[src/hw/ondemand_defines.svh]
/*
 * timing counts, command word field positions and encodings
 * for the on-demand request interface.
 * assumes inclusion by bare name; definitions only.
 */
`ifndef ONDEMAND_DEFINES_SVH
`define ONDEMAND_DEFINES_SVH

`define SZ_MSB          31
`define SZ_LSB          29
`define CH_MSB          27
`define CH_LSB          26
`define MD_MSB          25
`define MD_LSB          24
`define SZ_HANDSHAKE    3'h0
`define SZ_QCLEAR       3'h6
`define SZ_XEND         3'h7
`define SZ_RSV5         3'h5
`define MD_HANDSHAKE    2'h0
`define MD_QCLEAR       2'h2
`define CH_ZERO         2'h0
`define CH_TWO          2'h2
`define QUEUE_DEPTH     4
`define BUS_FREE_DELAY  2
`define AVAIL_CYCLES    1
`define CLK_PERIOD_NS   20

`endif

[src/hw/ondemand_pkg.sv]
/*
 * types shared by the on-demand request interface.
 * assumes ondemand_defines.svh is on the include path.
 */
package ondemand_pkg;
    typedef struct packed {
        logic       valid;
        logic [1:0] channel;
    } request_type;

    typedef struct packed {
        logic       running0;
        logic       busCycle0;
        logic       anyRunning;
        logic       xferEndFlag0;
    } dma_status_type;
endpackage

[src/hw/on_demand_dma_request_interface.sv]
/*
 * request side of the on-demand transfer mode: bus release handshake,
 * command word decode, channel 0 request, channel 1..3 queues,
 * transfer end, queue clear, address error and freeze handling.
 * assumes the dma engine reports run status and completion pulses,
 * and all inputs are synchronous to sys_clk.
 */
`timescale 1ns/100ps
`include "ondemand_defines.svh"

// Summary of operation
// channel 0, mode 0, size 0 command is a channel 0 transfer request
// channel 1..3 commands are queued; mode and size ignored
// queue clear flushes channel 0 request, all queues, external requests
// transfer end clears channel 0 enable; addresses and count kept
// transfer end refused while channel 0 transfer runs
// no new channel 0 request until accepted one completes
// channels 1..3 queue four requests; extra ones dropped
// controller must not send to a full queue
// queued requests survive a completion with transfer end flag set
// channel 0 with nonzero mode raises address error until cleared
// strobe alone repeats request to last requested channel
// strobe alone as first request after reset is ignored
// software clears transfer end flag before strobe-only repeat
// release request with strobe is direct channel 2 request, no grant
// direct channel 2 accepted during repeats when queue has room
// channel 0 request during channel 0 bus cycle is dropped
// queue clear also releases freeze
// controller waits for bus-available before next release request
// bus-available one cycle, stretched to precharge time on row miss
// release request takes a cycle; ignored if row miss drives grant
// mode bit change during transfer freezes controller
// only the listed command encodings may be sent
// bus-available means data bus free two cycles later
// command word fields: size 31..29, channel 27..26, mode 25..24
// strobe alone is a repeat only if no grant two cycles before
// queues served first in first out, one per completion
module on_demand_dma_request_interface #(
    parameter int QDEPTH = `QUEUE_DEPTH
) (
    // clock and reset
    input  wire logic                        sys_clk,
    input  wire logic                        sys_rst,
    // link pins
    input  wire logic                        bus_release_request,
    input  wire logic                        xfer_request_pin,
    input  wire logic [31:0]                 cmdWord,
    output logic                             bus_available_out,
    // memory side row miss and precharge length
    input  wire logic                        rowMissAvail,
    // dma engine side
    input  wire ondemand_pkg::dma_status_type dmaStatus,
    input  wire logic                        ch0Done,
    input  wire logic [2:0]                  chDone,
    input  wire logic                        chTake,
    input  wire logic [1:0]                  chTakeSel,
    output ondemand_pkg::request_type        ch0Request,
    output logic [2:0]                       chPending,
    output logic [2:0]                       chFull,
    output logic                             channelEnableClear,
    output logic                             extRequestsFlush,
    // software control
    input  wire logic                        on_demand_mode_bit,
    input  wire logic                        addrErrorClear,
    output logic                             addr_error_flag,
    output logic                             frozen
);
    import ondemand_pkg::*;

    ////////////////////////////////////////////////////////////////////
    // bus release handshake
    typedef enum logic [2:0] {
        IDLE_type_s  = 3'b001,
        ACCEPT_type_s = 3'b010,
        GRANT_type_s = 3'b100
    } grant_state_type;

    grant_state_type gState;
    grant_state_type next_gState;
    logic [2:0]      availHist;
    logic [2:0]      next_availHist;
    logic            directReq;
    logic            grantPulse;

    assign directReq = bus_release_request && xfer_request_pin;

    always_comb begin
        next_gState = gState;
        grantPulse  = 1'b0;
        unique case (gState)
            IDLE_type_s: begin
                if (bus_release_request && !xfer_request_pin) begin
                    next_gState = ACCEPT_type_s;
                end
            end
            ACCEPT_type_s: begin
                // a row miss grant during acceptance swallows the request
                if (rowMissAvail) begin
                    next_gState = IDLE_type_s;
                end else begin
                    next_gState = GRANT_type_s;
                end
            end
            GRANT_type_s: begin
                grantPulse  = 1'b1;
                next_gState = IDLE_type_s;
            end
        endcase
        next_availHist = {availHist[1:0], bus_available_out};
    end

    always_ff @(posedge sys_clk or posedge sys_rst) begin
        if (sys_rst) begin
            gState    <= IDLE_type_s;
            availHist <= 3'h0;
        end else begin
            gState    <= next_gState;
            availHist <= next_availHist;
        end
    end

    // row miss stretches the grant for the precharge interval
    assign bus_available_out = grantPulse || rowMissAvail;

    ////////////////////////////////////////////////////////////////////
    // command decode
    logic [2:0] sizeCode;
    logic [1:0] chanNum;
    logic [1:0] reqMode;
    logic       cmdStrobe;
    logic       repeatStrobe;

    assign sizeCode = cmdWord[`SZ_MSB:`SZ_LSB];
    assign chanNum  = cmdWord[`CH_MSB:`CH_LSB];
    assign reqMode  = cmdWord[`MD_MSB:`MD_LSB];
    // strobe two cycles after a grant carries a command word
    assign cmdStrobe    = xfer_request_pin && !bus_release_request
                          && availHist[1];
    assign repeatStrobe = xfer_request_pin && !bus_release_request
                          && !availHist[1];

    logic isCh0Req;
    logic isQClear;
    logic isXEnd;
    logic isAddrErr;
    assign isCh0Req  = cmdStrobe && chanNum == `CH_ZERO
                       && reqMode == `MD_HANDSHAKE
                       && sizeCode != `SZ_RSV5
                       && sizeCode != `SZ_QCLEAR
                       && sizeCode != `SZ_XEND;
    assign isQClear  = cmdStrobe && chanNum == `CH_ZERO
                       && reqMode == `MD_QCLEAR
                       && sizeCode == `SZ_QCLEAR;
    assign isXEnd    = cmdStrobe && chanNum == `CH_ZERO
                       && reqMode != `MD_HANDSHAKE
                       && sizeCode == `SZ_XEND;
    assign isAddrErr = cmdStrobe && chanNum == `CH_ZERO
                       && reqMode != `MD_HANDSHAKE
                       && !isQClear && !isXEnd;

    ////////////////////////////////////////////////////////////////////
    // channel 0, last channel memory, error and freeze
    logic       ch0Pend;
    logic       next_ch0Pend;
    logic       haveLast;
    logic       next_haveLast;
    logic [1:0] lastChan;
    logic [1:0] next_lastChan;
    logic       addrErr;
    logic       next_addrErr;
    logic       freeze;
    logic       next_freeze;
    logic       modePrev;
    logic       endClr;
    logic       next_endClr;
    logic       ch0Accept;
    logic [2:0] qPush;
    logic       repValid;

    assign repValid = repeatStrobe && haveLast && !freeze;

    always_comb begin
        next_ch0Pend  = ch0Pend;
        next_haveLast = haveLast;
        next_lastChan = lastChan;
        next_addrErr  = addrErr;
        next_freeze   = freeze;
        next_endClr   = 1'b0;
        ch0Accept     = 1'b0;
        qPush         = 3'h0;
        if (ch0Done) begin
            next_ch0Pend = 1'b0;
        end
        // refused while pending or while a channel 0 bus cycle runs
        if (isCh0Req && !ch0Pend && !dmaStatus.busCycle0 && !freeze) begin
            ch0Accept = 1'b1;
        end
        if (cmdStrobe && chanNum != `CH_ZERO) begin
            qPush[chanNum - 2'h1] = 1'b1;
            next_haveLast = 1'b1;
            next_lastChan = chanNum;
        end
        if (isCh0Req) begin
            next_haveLast = 1'b1;
            next_lastChan = `CH_ZERO;
        end
        if (repValid) begin
            if (lastChan == `CH_ZERO) begin
                if (dmaStatus.xferEndFlag0) begin
                    next_freeze = 1'b1;
                end else if (!ch0Pend && !dmaStatus.busCycle0) begin
                    ch0Accept = 1'b1;
                end
            end else begin
                qPush[lastChan - 2'h1] = 1'b1;
            end
        end
        if (directReq) begin
            qPush[1] = 1'b1;
        end
        if (ch0Accept) begin
            next_ch0Pend = 1'b1;
        end
        if (isXEnd && !dmaStatus.running0) begin
            next_endClr = 1'b1;
        end
        if (on_demand_mode_bit != modePrev && dmaStatus.anyRunning) begin
            next_freeze = 1'b1;
        end
        if (addrErrorClear) begin
            next_addrErr = 1'b0;
        end
        if (isAddrErr) begin
            next_addrErr = 1'b1;
        end
        if (isQClear) begin
            next_ch0Pend = 1'b0;
            next_freeze  = 1'b0;
        end
    end

    always_ff @(posedge sys_clk or posedge sys_rst) begin
        if (sys_rst) begin
            ch0Pend  <= 1'b0;
            haveLast <= 1'b0;
            lastChan <= 2'h0;
            addrErr  <= 1'b0;
            freeze   <= 1'b0;
            modePrev <= 1'b0;
            endClr   <= 1'b0;
        end else begin
            ch0Pend  <= next_ch0Pend;
            haveLast <= next_haveLast;
            lastChan <= next_lastChan;
            addrErr  <= next_addrErr;
            freeze   <= next_freeze;
            modePrev <= on_demand_mode_bit;
            endClr   <= next_endClr;
        end
    end

    ////////////////////////////////////////////////////////////////////
    // channel 1..3 queues
    genvar g;
    generate
        for (g = 0; g < 3; g++) begin : gQueue
            logic popThis;
            // completion pops, even with transfer end flag set
            assign popThis = chTake && chTakeSel == 2'(g + 1)
                             && chDone[g];
            request_queue #(.DEPTH(QDEPTH)) uQueue (
                .sys_clk  (sys_clk),
                .sys_rst  (sys_rst),
                .push     (qPush[g] && !freeze),
                .pop      (popThis),
                .flush    (isQClear),
                .notEmpty (chPending[g]),
                .full     (chFull[g])
            );
        end
    endgenerate

    assign ch0Request.valid   = ch0Pend;
    assign ch0Request.channel = `CH_ZERO;
    assign channelEnableClear = endClr;
    assign extRequestsFlush   = isQClear;
    assign addr_error_flag    = addrErr;
    assign frozen             = freeze;

    ////////////////////////////////////////////////////////////////////
    // checks
    property p_grant_one;
        @(posedge sys_clk) disable iff (sys_rst)
        $rose(bus_release_request) && !xfer_request_pin && gState == IDLE_type_s
        ##1 !rowMissAvail |=> bus_available_out;
    endproperty
    a_grant_one: assert property (p_grant_one)
        else $error("no grant two cycles after release request");

    property p_direct_no_grant;
        @(posedge sys_clk) disable iff (sys_rst)
        directReq && gState == IDLE_type_s && !rowMissAvail
        |=> !grantPulse ##1 !grantPulse;
    endproperty
    a_direct_no_grant: assert property (p_direct_no_grant)
        else $error("grant given to direct request");

    property p_xend_refused;
        @(posedge sys_clk) disable iff (sys_rst)
        isXEnd && dmaStatus.running0 |=> !channelEnableClear;
    endproperty
    a_xend_refused: assert property (p_xend_refused)
        else $error("transfer end accepted during channel 0 run");

    property p_xend_taken;
        @(posedge sys_clk) disable iff (sys_rst)
        isXEnd && !dmaStatus.running0 |=> channelEnableClear;
    endproperty
    a_xend_taken: assert property (p_xend_taken)
        else $error("transfer end not applied");

    property p_ch0_hold;
        @(posedge sys_clk) disable iff (sys_rst)
        ch0Request.valid && !ch0Done && !isQClear |=> ch0Request.valid;
    endproperty
    a_ch0_hold: assert property (p_ch0_hold)
        else $error("channel 0 request lost before completion");

    property p_addr_err;
        @(posedge sys_clk) disable iff (sys_rst)
        isAddrErr |=> addr_error_flag;
    endproperty
    a_addr_err: assert property (p_addr_err)
        else $error("address error not raised");

    property p_first_repeat;
        @(posedge sys_clk) disable iff (sys_rst)
        repeatStrobe && !haveLast |=> !ch0Request.valid || $past(ch0Pend);
    endproperty
    a_first_repeat: assert property (p_first_repeat)
        else $error("strobe-only first request was acted on");

    property p_qclear;
        @(posedge sys_clk) disable iff (sys_rst)
        isQClear |=> !frozen && chPending == 3'h0 && !ch0Request.valid;
    endproperty
    a_qclear: assert property (p_qclear)
        else $error("queue clear left state behind");

    property p_mode_freeze;
        @(posedge sys_clk) disable iff (sys_rst)
        on_demand_mode_bit != modePrev && dmaStatus.anyRunning
        && !isQClear |=> frozen;
    endproperty
    a_mode_freeze: assert property (p_mode_freeze)
        else $error("mode change during transfer did not freeze");

    c_grant:  cover property (@(posedge sys_clk) grantPulse);
    c_ch0:    cover property (@(posedge sys_clk) ch0Accept);
    c_full:   cover property (@(posedge sys_clk) chFull[0]);
    c_freeze: cover property (@(posedge sys_clk) $rose(freeze));
endmodule

[src/hw/request_queue.sv]
/*
 * small counting request queue for one channel; first in first out.
 * assumes pushes and pops come from the same clock domain.
 */
`timescale 1ns/100ps
`include "ondemand_defines.svh"

module request_queue #(
    parameter int DEPTH = `QUEUE_DEPTH
) (
    // clock and reset
    input  wire logic sys_clk,
    input  wire logic sys_rst,
    // control
    input  wire logic push,
    input  wire logic pop,
    input  wire logic flush,
    // status
    output logic      notEmpty,
    output logic      full
);
    localparam int CW = $clog2(DEPTH + 1);
    logic [CW-1:0] level;
    logic [CW-1:0] next_level;
    logic          doPush;
    logic          doPop;

    always_comb begin
        doPush     = push && (level != CW'(DEPTH));
        doPop      = pop && (level != '0);
        next_level = level;
        if (flush) begin
            next_level = '0;
        end else if (doPush && !doPop) begin
            next_level = level + CW'(1);
        end else if (doPop && !doPush) begin
            next_level = level - CW'(1);
        end
    end

    always_ff @(posedge sys_clk or posedge sys_rst) begin
        if (sys_rst) begin
            level <= '0;
        end else begin
            level <= next_level;
        end
    end

    assign notEmpty = (level != '0);
    assign full     = (level == CW'(DEPTH));

    property p_no_overflow;
        @(posedge sys_clk) disable iff (sys_rst)
        full && push && !pop && !flush |=> full;
    endproperty
    a_no_overflow: assert property (p_no_overflow)
        else $error("queue level changed on push while full");
endmodule

[config.mk]
export PLATFORM = sky130hd
export DESIGN_NAME = on_demand_dma_request_interface
export DESIGN_NICKNAME = d
export VERILOG_FILES = /design/src/hw/ondemand_pkg.sv /design/src/hw/on_demand_dma_request_interface.sv /design/src/hw/request_queue.sv
export VERILOG_INCLUDE_DIRS = /design/src /design/src/hw
export SDC_FILE = /design/constraint.sdc
export NUM_CORES = 1
export LEC_CHECK = 0
export ABC_AREA = 1
export BUFFER_PORTS_ARGS = -buffer_cell sky130_fd_sc_hd__buf_2
export CAP_MARGIN = 10
export CORE_AREA = 2 2 78 61
export DETAILED_ROUTE_END_ITERATION = 16
export DIE_AREA = 0 0 80 63
export PLACE_DENSITY = 0.69
export SYNTH_ARGS = -nofsm -noshare
export SYNTH_HDL_FRONTEND = slang
export SYNTH_HIERARCHICAL = 1
export SYNTH_SLANG_ARGS = --single-unit
[constraint.sdc]
create_clock -name sys_clk -period 1.9 [get_ports sys_clk]
set_clock_uncertainty 0.1 [all_clocks]
set_input_delay 0.095 -clock sys_clk [delete_from_list [all_inputs] [get_ports sys_clk]]
set_output_delay 0.095 -clock sys_clk [all_outputs]
set_load 0.01 [all_outputs]
==> results.cfg <==
[sta]
fmax_ghz = 0.495
rsz0062_at_grt = yes
max-slew-margin-rel = 0.664
setup_ws_ps = -121
final-hold-violation-count = 0
fin_crit_sh = 1.06
fin_setup_tns_ps = -642
fin_crit_ps = 2020
tightest_slew_ps = 503
slew_violations = 0
setup_viol_count_final = 7

[worst_setup_path]
regToRegStartpoint = availHist[1]
slowest_delay_ps = 420
worst_ep_arrival_time_ps = 2130
critPathSlowestCell = fa_2
crit_buf_inv = 3
crit_path_end_kind = flop
r2r_cells = 12
regToRegEndpoint = gQueue[1].uQueue/level[1]
cp_top_family = simple AND/OR/NAND/NOR gates
required_ps = 2010
r2r_slack_ps = -120
cp-start-kind = flop
crit_chain = nand3_2 > inv_2 > nand3_2 > a31oi_4 > inv_2 > a21oi_4 > nand2_2 > inv_2 > fa_2 > nor2_1 > nand2_1 > nand2_1
setup.worst_path.class = flop to flop
crit_path_frequent_cell = inv_2
cp_max_fo = 4

[min_path]
hold_class = primary input to flop
whs_path_depth = 3
hold_end = frozen
hp-start = dmaStatus[0]

[pwr]
p_switching_mw = 0.921
p_sw_frac = 0.397
max-vdd-ir-drop_mv = 0.577
power_density_mw_per_mm2 = 980
seqPwrFrac = 0.343
p_int_mw = 1.40
p_clk_frac = 0.187
power_frac_comb = 0.470
leakagePower_nw = 1.27

[routing]
routedWlPerCell_um = 10.4
routed_wl_mm = 3.68
drt_first_pass_iters = 4
drc = 0
drt_iter0_markers = 82
drtAntennaViolNets = 0
via_count = 1587
viasPerCell = 4.47

[clock_tree]
htree_num_levels = 1
clkTransAtPathRegs_ps = 80
clk_latency_ps = 270
cts_tree = done
cts_inserted_buffers = 3
cts_max_path_buffers = 2
clock_tree.root_cell = clkbuf_8
clock_sinks = 22

[floorplanning]
io_pins = 64
fp-row-count = 21
die_h_um = 63
core_area_mm2 = 0.00431
die_w_um = 80
start_util = 0.387
die-area_mm2 = 0.00504

[synth]
synth-edff-count = 0
postSynthAreaPerCell_um2 = 7.62
yosysTopAreaCellShare = 0.315
synthTopCellsByCount = nand2_1 (40), inv_1 (35), dfrtp_1 (21)
netlist_top_cells_area = dfrtp_1 (32%), nand2_1 (9.0%), inv_1 (7.9%)
synth_top_cell_by_area = dfrtp_1
synth_cells = 219
yosys_warnings = 6
yosys_register_bits = 22
synth.most_common_cell = nand2_1
synthArstFlopShare = 1.00
syn_area_mm2 = 0.00167
synthDistinctLibCells = 28
synth_ff_type = dfrtp_1
yosysSeqAreaShare = 0.331

[global_route]
antenna_found_initial = 0
track_usage = 0.160
grt_overflow = 0
grt_pass1_vias = 1533
grt_first_pass_wirelength_mm = 6.53
grt_max_degree = 14

[status]
violations = setup timing
outcome = finished with violations

[cells_and_area]
num_antenna_cells = 0
fin_nets = 352
areaGrowthSynthToFinish_pct = 41.9
drive_gt1_frac = 0.463
design_area_mm2 = 0.00237
final_util = 0.549
fin_cells = 355

[run]
cap_violations = 0

[placed_design]
post-place-ws_ps = -136
dp_hpwl_mm = 2.82
dp.cells = 328
port_buffers = 36
place_area_mm2 = 0.00204
gp_congestion = 0.781
-- how the worst max path moves through the flow --
| stage | from | endpoint | slack, ps | cells past startpoint |
|---|---|---|---|---|
| 6_report | availHist[1] | gQueue[1].uQueue/level[1] | -120 | 12 |
| 4_1_cts | frozen | gQueue[0].uQueue/level[2] | -120 | 13 |
| 3_5_place_dp | availHist[1] | gQueue[0].uQueue/level[2] | -140 | 13 |
| 5_1_grt | availHist[1] | gQueue[0].uQueue/level[2] | -270 | 14 |
| 2_1_floorplan | frozen | gQueue[1].uQueue/level[1] | -50 | 11 |
| 3_3_place_gp | availHist[1] | gQueue[0].uQueue/level[1] | -70 | 11 |
-- per-layer routing --
layer  global-route usage  part of all wire
met5                    0                 0
met4               0.0360            0.0049
met3               0.0405             0.033
met2                0.261              0.49
met1                0.212              0.47
-- worst min-delay path: stages --
cell and delay (ps):
buf_2 110, nand4_1 80, a21oi_1 60
-- cell usage in the layout (no fill, tap or decap), types with 2 or more instances in the layout --
master / synthesis / routed
a21oi_1: 4 / 2
buf_2: 0 / 36
dfrtp_1: 21 / 20
nand4_1: 14 / 14
xnor2_1: 3 / 3
fa_2: 0 / 2
clkbuf_8: 0 / 3
nor2_4: 4 / 7
nand2_4: 9 / 10
o21ai_2: 2 / 2
dlygate4sd3_1: 0 / 7
a21oi_2: 3 / 4
nor3_1: 2 / 2
conb_1: 1 / 2
buf_4: 4 / 37
nand2_1: 40 / 39
nor2_1: 16 / 15
inv_1: 35 / 34
inv_2: 12 / 13
nand3_1: 14 / 11
nand2_2: 10 / 10
o21ai_0: 4 / 4
xor2_1: 4 / 4
nand3_2: 4 / 7
-- metrics by stage --
stage,power [mW],hold slack [ps]
2_1_floorplan,1.59,-251
3_3_place_gp,1.82,-94.3
3_5_place_dp,1.84,-90.5
4_1_cts,2.31,3.78
5_1_grt,2.52,21.3
6_report,2.32,8.12
-- power groups by stage --
| stage | Sequential, mW | Combinational [mW] | Clock [mW] |
|---|---|---|---|
| floorplan | 0.737 | 0.854 | 0 |
| finish | 0.795 | 1.09 | 0.434 |
| global placement | 0.794 | 1.03 | 0 |
| detailed placement | 0.798 | 1.04 | 0 |
| global route | 0.823 | 1.23 | 0.461 |
| CTS | 0.790 | 1.07 | 0.449 |
-- cell type report --
class	instances	area (um2)
clock buffers	3	41.3
inverters	47	176
multi-input cells	145	966
flip-flops and latches	22	553
repair buffers	80	528
fillers	396	1940
clock inverters	1	30.0
well taps	57	71.3
-- cells by family after synthesis --
family / synth area share
compound gates: 0.0585
flops: 0.331
xor+xnor: 0.0368
simple gates: 0.398
fa+ha+maj: 0.0360
buf+inv: 0.137
other cells: 0.00225
-- sequential cells by signal, summed over array words and instances (netlist names) --
register,cells
lastChan,2
modePrev,1
channelEnableClear,1
gState,3
ch0Pend,1
gQueue.uQueue/level,9
haveLast,1
addr_error_flag,1
frozen,1
availHist,2
-- repair_timing --
| item | 4_1_cts | 5_1_grt |
|---|---|---|
| setup endpoints to repair | 6 | 8 |
| hold buffers | 7 | 0 |
| resized for setup | 5 | 9 |
| pin swaps | 13 | 23 |
| endpoints found under the hold margin | 28 | 0 |
| setup buffers | 14 | 5 |
No activity file was read; power rests on OpenSTA's default activity.
